## config.mk

```make
export PLATFORM = sky130hd
export DESIGN_NAME = lrs_scheduler
export DESIGN_NICKNAME = d
export VERILOG_FILES = /design/src/rtl/lrs_pkg.sv /design/src/rtl/lrs_timer.sv /design/src/rtl/lrs_scheduler.sv
export SDC_FILE = /design/constraint.sdc
export NUM_CORES = 1
export LEC_CHECK = 0
export CORE_MARGIN = 3
export CORE_UTILIZATION = 37
export DETAILED_ROUTE_END_ITERATION = 10
export DONT_BUFFER_PORTS = 1
export RECOVER_POWER = 50
export SYNTH_ARGS = -nofsm -noshare
export SYNTH_HDL_FRONTEND = slang
export SYNTH_SLANG_ARGS = --single-unit
```

## constraint.sdc

```tcl
create_clock -name sys_clk -period 30.8 [get_ports sys_clk]
set_input_delay 3.08 -clock sys_clk [delete_from_list [all_inputs] [get_ports sys_clk]]
set_output_delay 3.08 -clock sys_clk [all_outputs]
set_load 0.005 [all_outputs]
```

## src/rtl/lrs_pkg.sv

```systemverilog
/*
  Shared constants of the locomotive refresh scheduler: timing, reset
  defaults, register offsets, field layout and state types.
  Assumes a 200 MHz system clock.
*/
package lrs_pkg;
  // Timing, in the units named
  localparam int CLK_NS        = 5;       // Clock period
  localparam int MS_NS         = 1000000; // One millisecond
  localparam int IDLE_MS       = 120000;  // Zero-speed grace, 2 minutes
  localparam int UNIT_MS       = 20;      // Interval per rate unit
  localparam int CLEAR_HOLD_MS = 100;     // Confirm held before a clear
  // Factory defaults
  localparam logic [7:0] RATE_DEFAULT  = 8'h50; // Update rate 80
  localparam logic [7:0] STEPS_DEFAULT = 8'h1C; // 28 speed steps
  localparam logic [7:0] RATE_ILLEGAL  = 8'h00; // Outside 1..255
  // Register byte offsets
  localparam logic [7:0] REG_RATE   = 8'h00;
  localparam logic [7:0] REG_STEPS  = 8'h04;
  localparam logic [7:0] REG_CTRL   = 8'h08;
  localparam logic [7:0] REG_ADDR   = 8'h0C;
  localparam logic [7:0] REG_SPEED  = 8'h10;
  localparam logic [7:0] REG_STATUS = 8'h14;
  // Field layout
  localparam int ADDR_W   = 14; // Loco address width
  localparam int FUNC_W   = 5;  // Function bits per loco
  localparam int FUNC_LSB = 8;  // Functions in the speed write
  localparam int SLOT_LSB = 16; // Slot index in addr/speed writes
  localparam int PROG_BIT = 0;  // Programming track busy
  localparam int MSG_BIT  = 16; // Memory-cleared message in status
  typedef enum logic [1:0] {SCH_IDLE, SCH_SCAN, SCH_SEND} lrs_sched_e;
  typedef enum logic [1:0] {CLR_IDLE, CLR_HOLD, CLR_WAIT} lrs_clr_e;
endpackage : lrs_pkg

```

## src/rtl/lrs_timer.sv

```systemverilog
/*
  Millisecond prescaler and update-interval timer.
  Assumes an active-low reset whose release is already in step with sys_clk.
*/
`timescale 1ns/1ps
`default_nettype none
module lrs_timer #(
  parameter int TICK_CYCLES = lrs_pkg::MS_NS / lrs_pkg::CLK_NS
) (
  input  wire logic       sys_clk,
  input  wire logic       rst_n,
  input  wire logic [7:0] rate,
  output logic            ms_tick,
  output logic            interval_due
);
  logic [17:0] pre_reg, pre_next;  // Cycles within a millisecond
  logic [12:0] ivl_reg, ivl_next;  // Milliseconds within an interval
  logic        tick_reg, tick_next;
  logic        due_reg, due_next;
  logic [12:0] ivl_len;            // Rate times unit, in ms

  // Rate is read live so a change acts at once
  assign ivl_len = 13'(rate * lrs_pkg::UNIT_MS);

  // Next-state of both counters
  always_comb begin
    pre_next  = pre_reg + 18'h00001;
    tick_next = 1'b0;
    ivl_next  = ivl_reg;
    due_next  = 1'b0;
    if (pre_reg >= 18'(TICK_CYCLES - 1)) begin
      pre_next  = 18'h00000;
      tick_next = 1'b1;
      // Compare with >= so a shortened rate fires promptly
      if (ivl_reg + 13'h0001 >= ivl_len) begin
        ivl_next = 13'h0000;
        due_next = 1'b1;
      end else begin
        ivl_next = ivl_reg + 13'h0001;
      end
    end
  end

  // Registers only
  always_ff @(posedge sys_clk or negedge rst_n) begin
    if (!rst_n) begin
      pre_reg  <= 18'h00000;
      ivl_reg  <= 13'h0000;
      tick_reg <= 1'b0;
      due_reg  <= 1'b0;
    end else begin
      pre_reg  <= pre_next;
      ivl_reg  <= ivl_next;
      tick_reg <= tick_next;
      due_reg  <= due_next;
    end
  end

  assign ms_tick      = tick_reg;
  assign interval_due = due_reg;
endmodule : lrs_timer
`default_nettype wire

```

## src/rtl/lrs_scheduler.sv

```systemverilog
/*
  Locomotive refresh scheduler: per-throttle slots, periodic round-robin
  packet requests, idle retirement, keypad memory clear, Wishbone slave.
  Assumes a downstream track encoder taking pkt_* on pkt_valid & pkt_ready,
  keypad levels synchronous to sys_clk.
*/
// The Wishbone interface to the registers and the placing of the registers were decided locally.
// How it works
// - Confirm held during reset clears to defaults
// - Clear: no throttles, 28 steps, rate 80
// - Programming track busy blocks mainline packets
// - Active addresses refreshed every update interval
// - Zero speed retires address after two minutes
// - Changing address frees old one at once
// - Rate sets interval between periodic updates
// - New address takes default speed steps
// - Unassigned built-in throttle shows dashes
// - Rate accepts values 1 to 255 only
// - Rate change applies immediately, back to 80 on reset
`timescale 1ns/1ps
`default_nettype none
module lrs_scheduler #(
  parameter int N_SLOTS     = 8,
  parameter int TICK_CYCLES = lrs_pkg::MS_NS / lrs_pkg::CLK_NS,
  parameter int IDLE_MS     = lrs_pkg::IDLE_MS
) (
  input  wire logic        sys_clk,
  input  wire logic        nrst,
  input  wire logic        wb_cyc_i,
  input  wire logic        wb_stb_i,
  input  wire logic        wb_we_i,
  input  wire logic [7:0]  wb_adr_i,
  input  wire logic [3:0]  wb_sel_i,
  input  wire logic [31:0] wb_dat_i,
  output logic [31:0]      wb_dat_o,
  output logic             wb_ack_o,
  input  wire logic        confirm_key,
  input  wire logic        reset_key,
  input  wire logic        pkt_ready,
  output logic             pkt_valid,
  output logic [13:0]      pkt_addr,
  output logic [7:0]       pkt_speed,
  output logic [4:0]       pkt_func,
  output logic [7:0]       pkt_steps,
  output logic             dash_a,
  output logic             dash_b,
  output logic             mem_cleared_msg,
  output logic             defaults_load
);
  localparam int IW = $clog2(N_SLOTS);
  localparam int AW = lrs_pkg::ADDR_W;
  localparam int FW = lrs_pkg::FUNC_W;

  // Reset release through two flops
  logic rst_meta, rst_n;
  always_ff @(posedge sys_clk or negedge nrst) begin
    if (!nrst) begin
      rst_meta <= 1'b0;
      rst_n    <= 1'b0;
    end else begin
      rst_meta <= 1'b1;
      rst_n    <= rst_meta;
    end
  end

  logic ms_tick, interval_due;
  logic clear_go;                          // One-cycle memory clear
  logic [7:0] rate_reg, rate_next;         // Update rate
  logic [7:0] steps_reg, steps_next;       // Default speed steps
  logic       prog_reg, prog_next;         // Programming track busy
  logic       ack_reg, ack_next;
  logic [31:0] rdat_reg, rdat_next;
  logic       wr, wr_addr, wr_speed;
  logic [IW-1:0] wsel;                     // Slot named by a write
  logic [AW-1:0] s_addr  [N_SLOTS];
  logic [7:0]    s_speed [N_SLOTS];
  logic [FW-1:0] s_func  [N_SLOTS];
  logic [7:0]    s_steps [N_SLOTS];
  logic [N_SLOTS-1:0] s_act;

  lrs_timer #(.TICK_CYCLES(TICK_CYCLES)) u_timer (
    .sys_clk      (sys_clk),
    .rst_n        (rst_n),
    .rate         (rate_reg),
    .ms_tick      (ms_tick),
    .interval_due (interval_due)
  );

  // Bus decode; a write needs all four byte lanes
  assign wr       = wb_cyc_i & wb_stb_i & wb_we_i & ~ack_reg & (&wb_sel_i);
  assign wr_addr  = wr & (wb_adr_i == lrs_pkg::REG_ADDR);
  assign wr_speed = wr & (wb_adr_i == lrs_pkg::REG_SPEED);
  assign wsel     = wb_dat_i[lrs_pkg::SLOT_LSB +: IW];

  // Wishbone slave and configuration registers
  always_comb begin
    ack_next   = wb_cyc_i & wb_stb_i & ~ack_reg;
    rdat_next  = 32'h00000000;  // Unmapped and write-only read zero
    rate_next  = rate_reg;
    steps_next = steps_reg;
    prog_next  = prog_reg;
    case (wb_adr_i)
      lrs_pkg::REG_RATE:   rdat_next[7:0] = rate_reg;
      lrs_pkg::REG_STEPS:  rdat_next[7:0] = steps_reg;
      lrs_pkg::REG_CTRL:   rdat_next[lrs_pkg::PROG_BIT] = prog_reg;
      lrs_pkg::REG_STATUS: begin
        rdat_next[N_SLOTS-1:0]        = s_act;
        rdat_next[lrs_pkg::MSG_BIT]   = mem_cleared_msg;
      end
      default: rdat_next = 32'h00000000;
    endcase
    if (wr) begin
      // Zero is outside the legal range and is dropped
      if (wb_adr_i == lrs_pkg::REG_RATE && wb_dat_i[7:0] != lrs_pkg::RATE_ILLEGAL)
        rate_next = wb_dat_i[7:0];
      if (wb_adr_i == lrs_pkg::REG_STEPS) steps_next = wb_dat_i[7:0];
      if (wb_adr_i == lrs_pkg::REG_CTRL)  prog_next = wb_dat_i[lrs_pkg::PROG_BIT];
    end
    if (clear_go) begin
      rate_next  = lrs_pkg::RATE_DEFAULT;
      steps_next = lrs_pkg::STEPS_DEFAULT;
    end
  end

  always_ff @(posedge sys_clk or negedge rst_n) begin
    if (!rst_n) begin
      ack_reg   <= 1'b0;
      rdat_reg  <= 32'h00000000;
      rate_reg  <= lrs_pkg::RATE_DEFAULT;
      steps_reg <= lrs_pkg::STEPS_DEFAULT;
      prog_reg  <= 1'b0;
    end else begin
      ack_reg   <= ack_next;
      rdat_reg  <= rdat_next;
      rate_reg  <= rate_next;
      steps_reg <= steps_next;
      prog_reg  <= prog_next;
    end
  end
  assign wb_ack_o = ack_reg;
  assign wb_dat_o = rdat_reg;

  // One slot per throttle
  genvar gi;
  generate
    for (gi = 0; gi < N_SLOTS; gi++) begin : g_slot
      logic [AW-1:0] a_reg, a_next;
      logic [7:0]    sp_reg, sp_next, st_reg, st_next;
      logic [FW-1:0] f_reg, f_next;
      logic          act_reg, act_next;
      logic [16:0]   idl_reg, idl_next;   // Ms spent at zero speed
      always_comb begin
        a_next = a_reg; sp_next = sp_reg; st_next = st_reg;
        f_next = f_reg; act_next = act_reg; idl_next = idl_reg;
        if (clear_go) begin
          a_next = '0; sp_next = 8'h00; f_next = '0;
          act_next = 1'b0; idl_next = 17'h00000;
        end else if (wr_addr && wsel == IW'(gi)) begin
          // Old address is dropped now, not after the grace time
          a_next   = wb_dat_i[AW-1:0];
          st_next  = steps_reg;
          sp_next  = 8'h00; f_next = '0;
          act_next = 1'b0; idl_next = 17'h00000;
        end else if (wr_speed && wsel == IW'(gi)) begin
          sp_next = wb_dat_i[7:0];
          f_next  = wb_dat_i[lrs_pkg::FUNC_LSB +: FW];
          if (wb_dat_i[7:0] != 8'h00 && a_reg != '0) begin
            act_next = 1'b1; idl_next = 17'h00000;
          end
        end else if (ms_tick && act_reg && sp_reg == 8'h00) begin
          if (idl_reg >= 17'(IDLE_MS - 1)) begin
            act_next = 1'b0; idl_next = 17'h00000;
          end else begin
            idl_next = idl_reg + 17'h00001;
          end
        end
      end
      always_ff @(posedge sys_clk or negedge rst_n) begin
        if (!rst_n) begin
          a_reg <= '0; sp_reg <= 8'h00; f_reg <= '0;
          st_reg <= lrs_pkg::STEPS_DEFAULT; act_reg <= 1'b0; idl_reg <= 17'h00000;
        end else begin
          a_reg <= a_next; sp_reg <= sp_next; f_reg <= f_next;
          st_reg <= st_next; act_reg <= act_next; idl_reg <= idl_next;
        end
      end
      assign s_addr[gi]  = a_reg;
      assign s_speed[gi] = sp_reg;
      assign s_func[gi]  = f_reg;
      assign s_steps[gi] = st_reg;
      assign s_act[gi]   = act_reg;
    end
  endgenerate

  // Round-robin refresh state
  lrs_pkg::lrs_sched_e sch_reg, sch_next;
  logic [IW-1:0] idx_reg, idx_next;
  logic pend_reg, pend_next;               // Sweep waiting to start
  logic pv_next;
  logic [AW-1:0] pa_next;
  logic [7:0] ps_next, pst_next;
  logic [FW-1:0] pf_next;

  always_comb begin
    sch_next = sch_reg; idx_next = idx_reg;
    pv_next = pkt_valid; pa_next = pkt_addr; ps_next = pkt_speed;
    pf_next = pkt_func; pst_next = pkt_steps;
    pend_next = pend_reg | interval_due;   // A new interval wins
    case (sch_reg)
      lrs_pkg::SCH_IDLE: begin
        // Mainline waits while the programming track is busy
        if (pend_reg && !prog_reg) begin
          sch_next = lrs_pkg::SCH_SCAN;
          idx_next = '0;
          pend_next = interval_due;
        end
      end
      lrs_pkg::SCH_SCAN: begin
        if (!prog_reg) begin
          if (s_act[idx_reg]) begin
            pv_next = 1'b1; pa_next = s_addr[idx_reg];
            ps_next = s_speed[idx_reg]; pf_next = s_func[idx_reg];
            pst_next = s_steps[idx_reg];
            sch_next = lrs_pkg::SCH_SEND;
          end else if (idx_reg == IW'(N_SLOTS - 1)) begin
            sch_next = lrs_pkg::SCH_IDLE;
          end else begin
            idx_next = idx_reg + 1'b1;
          end
        end
      end
      lrs_pkg::SCH_SEND: begin
        if (pkt_ready) begin
          pv_next = 1'b0;
          if (idx_reg == IW'(N_SLOTS - 1)) sch_next = lrs_pkg::SCH_IDLE;
          else begin
            idx_next = idx_reg + 1'b1;
            sch_next = lrs_pkg::SCH_SCAN;
          end
        end
      end
      default: sch_next = lrs_pkg::SCH_IDLE;
    endcase
  end

  always_ff @(posedge sys_clk or negedge rst_n) begin
    if (!rst_n) begin
      sch_reg <= lrs_pkg::SCH_IDLE; idx_reg <= '0; pend_reg <= 1'b0;
      pkt_valid <= 1'b0; pkt_addr <= '0; pkt_speed <= 8'h00;
      pkt_func <= '0; pkt_steps <= 8'h00;
    end else begin
      sch_reg <= sch_next; idx_reg <= idx_next; pend_reg <= pend_next;
      pkt_valid <= pv_next; pkt_addr <= pa_next; pkt_speed <= ps_next;
      pkt_func <= pf_next; pkt_steps <= pst_next;
    end
  end

  // Keypad memory clear and display flags
  lrs_pkg::lrs_clr_e clr_reg, clr_next;
  logic [6:0] hold_reg, hold_next;        // Ms confirm has been held
  logic msg_next, dl_next;
  assign clear_go = defaults_load;

  always_comb begin
    clr_next = clr_reg; hold_next = hold_reg; dl_next = 1'b0;
    msg_next = mem_cleared_msg;
    case (clr_reg)
      lrs_pkg::CLR_IDLE: begin
        if (reset_key && confirm_key) begin
          clr_next = lrs_pkg::CLR_HOLD; hold_next = 7'h00;
        end else if (reset_key) msg_next = 1'b0;
      end
      lrs_pkg::CLR_HOLD: begin
        if (!confirm_key) clr_next = lrs_pkg::CLR_IDLE;
        else if (ms_tick) begin
          if (hold_reg >= 7'(lrs_pkg::CLEAR_HOLD_MS - 1)) begin
            dl_next = 1'b1; msg_next = 1'b1;
            clr_next = lrs_pkg::CLR_WAIT;
          end else hold_next = hold_reg + 7'h01;
        end
      end
      lrs_pkg::CLR_WAIT: begin
        // Rearm only after both keys are released
        if (!confirm_key && !reset_key) clr_next = lrs_pkg::CLR_IDLE;
      end
      default: clr_next = lrs_pkg::CLR_IDLE;
    endcase
  end

  always_ff @(posedge sys_clk or negedge rst_n) begin
    if (!rst_n) begin
      clr_reg <= lrs_pkg::CLR_IDLE; hold_reg <= 7'h00;
      defaults_load <= 1'b0; mem_cleared_msg <= 1'b0;
      dash_a <= 1'b1; dash_b <= 1'b1;
    end else begin
      clr_reg <= clr_next; hold_reg <= hold_next;
      defaults_load <= dl_next; mem_cleared_msg <= msg_next;
      dash_a <= (s_addr[0] == '0);
      dash_b <= (s_addr[1] == '0);
    end
  end
endmodule : lrs_scheduler
`default_nettype wire

```

==> key figures <==
CTS
  • Clock latency on the worst-skew pair: 650 ps
  • Sink Count: 541
  • CTS buffer count: 59
  • Setup Buffers After CTS: 0
  • Clock slew at reported path FFs: 60 ps
  • Post-cts sizing count: 0
  • CTS tree: built
  • Hold buffer count at cts: 0
  • Maximum clock path buffer count: 3
  • Root Driver: clkbuf_16
  • # H-tree levels: 2

Run status
  • Outcome: finished with violations
  • Violated checks: capacitance limit, slew limit

Die
  • Die X: 280 um
  • DIE AREA: 0.0784 mm^2
  • Die height: 280 um
  • Starting density of the core: 0.377
  • IO Count: ~130
  • Std-Cell Rows: 99
  • Core Region: 0.0737 mm^2

Drt
  • Routed WL: 74600 um
  • 1st-pass router iterations: 7
  • Final ANT Viol Nets: 0
  • Routed via count: 21210
  • DRC: 0
  • Vias per Instance: 6.02
  • Initial DRC Count: 1687
  • Wire length per cell: 21.2 um

Synthesis
  • Post-synthesis cell count: 2607
  • Ys Warns: 0
  • Async SR Flop Fraction: 1.00
  • Primary FF master, synth: dfrtp_1
  • Average size of a mapped cell: around 11 um^2
  • Count of different cell masters after synthesis: 101
  • Register area share after synthesis: 0.489
  • Number of synthesized flops with an enable pin: 0
  • Area of the mapped netlist: 0.0278 mm^2
  • Flops & latches, synth: 541

Pwr
  • Peak VDD IR: 0.0000466 V
  • Pleak: 0.0134 uW
  • PD cells: 49.2 mW/mm^2

STA
  • Number of setup violations in the final report: 0
  • Final clock skew: 50.4 ps
  • Crit path time final: 10980 ps
  • Slew @ Worst Pin: around 9400 ps
  • Setup TNS: 0 ps
  • Final worst slack: 19820 ps
  • Final hold violation count: 0
  • Slew Viols, Final: 653
  • Worst rel slew slack: -5.27
  • Fin crit share: 0.357
  • RSZ-0062 raised after global routing: no
  • Max Fclk: 91.0 MHz

Run
  • Maximum Capacitance Violations: 8

GRT
  • Vias in the first global route: between 20000 and 25000
  • Grt ovf: 0
  • Antenna violations before repair: 1
  • Tot GR Track Use: 0.188
  • First-pass GRT wire length: 119000 um
  • Largest net degree at the start of global routing: 181

Worst setup path
  • Buf/Inv on CP: 1
  • Critical Path RT: 29180 ps
  • WS Path Type: reg -> async
  • CP Capture Type: asynchronous set/reset pin
  • CP max-delay cell: clkbuf_1
  • WP data arrival: 9370 ps
  • Worst setup SP type: flop
  • Reg-to-reg startpoint: rst_n
  • Top Family by Delay on Critical Path: buffers and inverters
  • CP cell instances: clkbuf_1
  • Worst Setup SP: rst_n
  • CP peak stage delay: 6650 ps
  • CP Max Fanout: 180

Hold path
  • HP Start: rst_meta
  • Hold WC Path Type: reg -> reg

Finish
  • Area delta synth->final: 9.70%
  • Non-Filler Instances: 3521
  • Nets@finish: 2605
  • Max reg flops: 136
  • Layout cell share with drive strength beyond 1: 0.139

Place
  • Detailed-placement wirelength estimate: between 40000 and 50000 um
  • PortBufs: 0
  • Cells after DPL: 3410
  • RePlAce Congestion: 0.847
  • Place WS: between 20000 and 25000 ps
## layout make-up
type	count	area [um^2]
fillers	6966	43200
flip-flops and latches	541	13600
repair buffers	34	233
clock inverters	28	432
inverters	67	251
diodes	1	2.50
well taps	959	1200
clock buffers	82	1700
multi-input cells	1809	13100
## metrics by stage
stage                     instance area [um^2]  power (uW)   util  hold WS (ps)
after floorplan                          27900         745      -           331
after global placement                   28400         747  0.385           341
after detailed placement                 28400         748  0.385           336
after CTS                                30500        1520  0.414           349
after global routing                     30500        1550  0.414           363
final                                    30500        1500  0.414           346
## power breakdown
group          leakage (uW)  switching [uW]  internal, uW
clock network       0.00105             304           462
registers           0.00717            1.79           712
logic               0.00516            18.1          1.72
## per-layer routing
metal | vias to the layer above | wire (um) | global-route usage
met5 | - | 0 | 0
met4 | 0 | 2030 | 0.0569
met3 | 125 | 5540 | 0.0424
met2 | 715 | 34200 | 0.297
met1 | 10785 | 32800 | 0.258
li1 | 9585 | - | -
## synthesized netlist by cell type, types with 32 or more instances
cell | instances | area, um^2
dfrtp_1 | 510 | 12800
nand3_1 | 219 | 1100
o21ai_0 | 176 | 881
nand2_1 | 168 | 631
nor2_1 | 146 | 548
a22o_1 | 134 | 1170
clkbuf_1 | 95 | 357
a21oi_1 | 81 | 405
mux4_2 | 72 | 1620
mux2_2 | 67 | 754
inv_1 | 66 | 248
nand4_1 | 60 | 375
mux2i_1 | 53 | 531
buf_2 | 50 | 250
nor4_1 | 47 | 294
ha_1 | 40 | 500
and3_1 | 36 | 225
nor3_1 | 32 | 160
o31ai_1 | 32 | 240
## cell usage in the layout, fill, tap and decap left out, types with 15 or more instances in the layout
| cell type | n |
|---|---|
| and2_1 | 29 |
| nand2_1 | 168 |
| ha_1 | 40 |
| nand3_1 | 219 |
| o21ai_0 | 176 |
| buf_4 | 28 |
| clkbuf_1 | 15 |
| a32oi_1 | 22 |
| mux2_2 | 67 |
| and3_1 | 36 |
| nor4_1 | 47 |
| o211ai_1 | 15 |
| nor2_1 | 139 |
| a21oi_1 | 81 |
| xnor2_1 | 20 |
| or3_1 | 18 |
| nor2b_1 | 17 |
| conb_1 | 24 |
| mux2i_1 | 53 |
| a21o_1 | 27 |
| a31oi_1 | 30 |
| clkbuf_16 | 59 |
| nand4_1 | 60 |
| nor3_1 | 32 |
| inv_1 | 66 |
| dfstp_2 | 31 |
| o31ai_1 | 32 |
| a22o_1 | 134 |
| mux4_2 | 72 |
| dfrtp_1 | 507 |
## logic make-up (layout without fill, tap and decap cells)
| logic type | Yosys count | after routing | synth area share |
|---|---|---|---|
| AOI/OAI and AO/OA | 643 | 643 | 0.165 |
| xor gates and xnor gates | 34 | 34 | 0.0107 |
| adders and majority gates | 41 | 41 | 0.0187 |
| buffers and inverters | 279 | 211 | 0.0457 |
| DFF | 541 | 541 | 0.489 |
| muxes | 194 | 194 | 0.106 |
| other | 2 | 25 | 0.000270 |
| and+or+nand+nor | 873 | 873 | 0.166 |
## final timing paths
kind | to | slack, ps | cells after the start
max | g_slot[0].st_reg[6] | 19820 | 1
min | rst_n | 350 | 0
max reg2reg | g_slot[0].st_reg[6] | 19820 | 1
min reg2reg | rst_n | 350 | 0
max in group sys_clk | g_slot[4].act_reg | 24970 | 7
min in group asynchronous | g_slot[0].idl_reg[2] | 930 | 0
(Power assumes the default switching activity.)
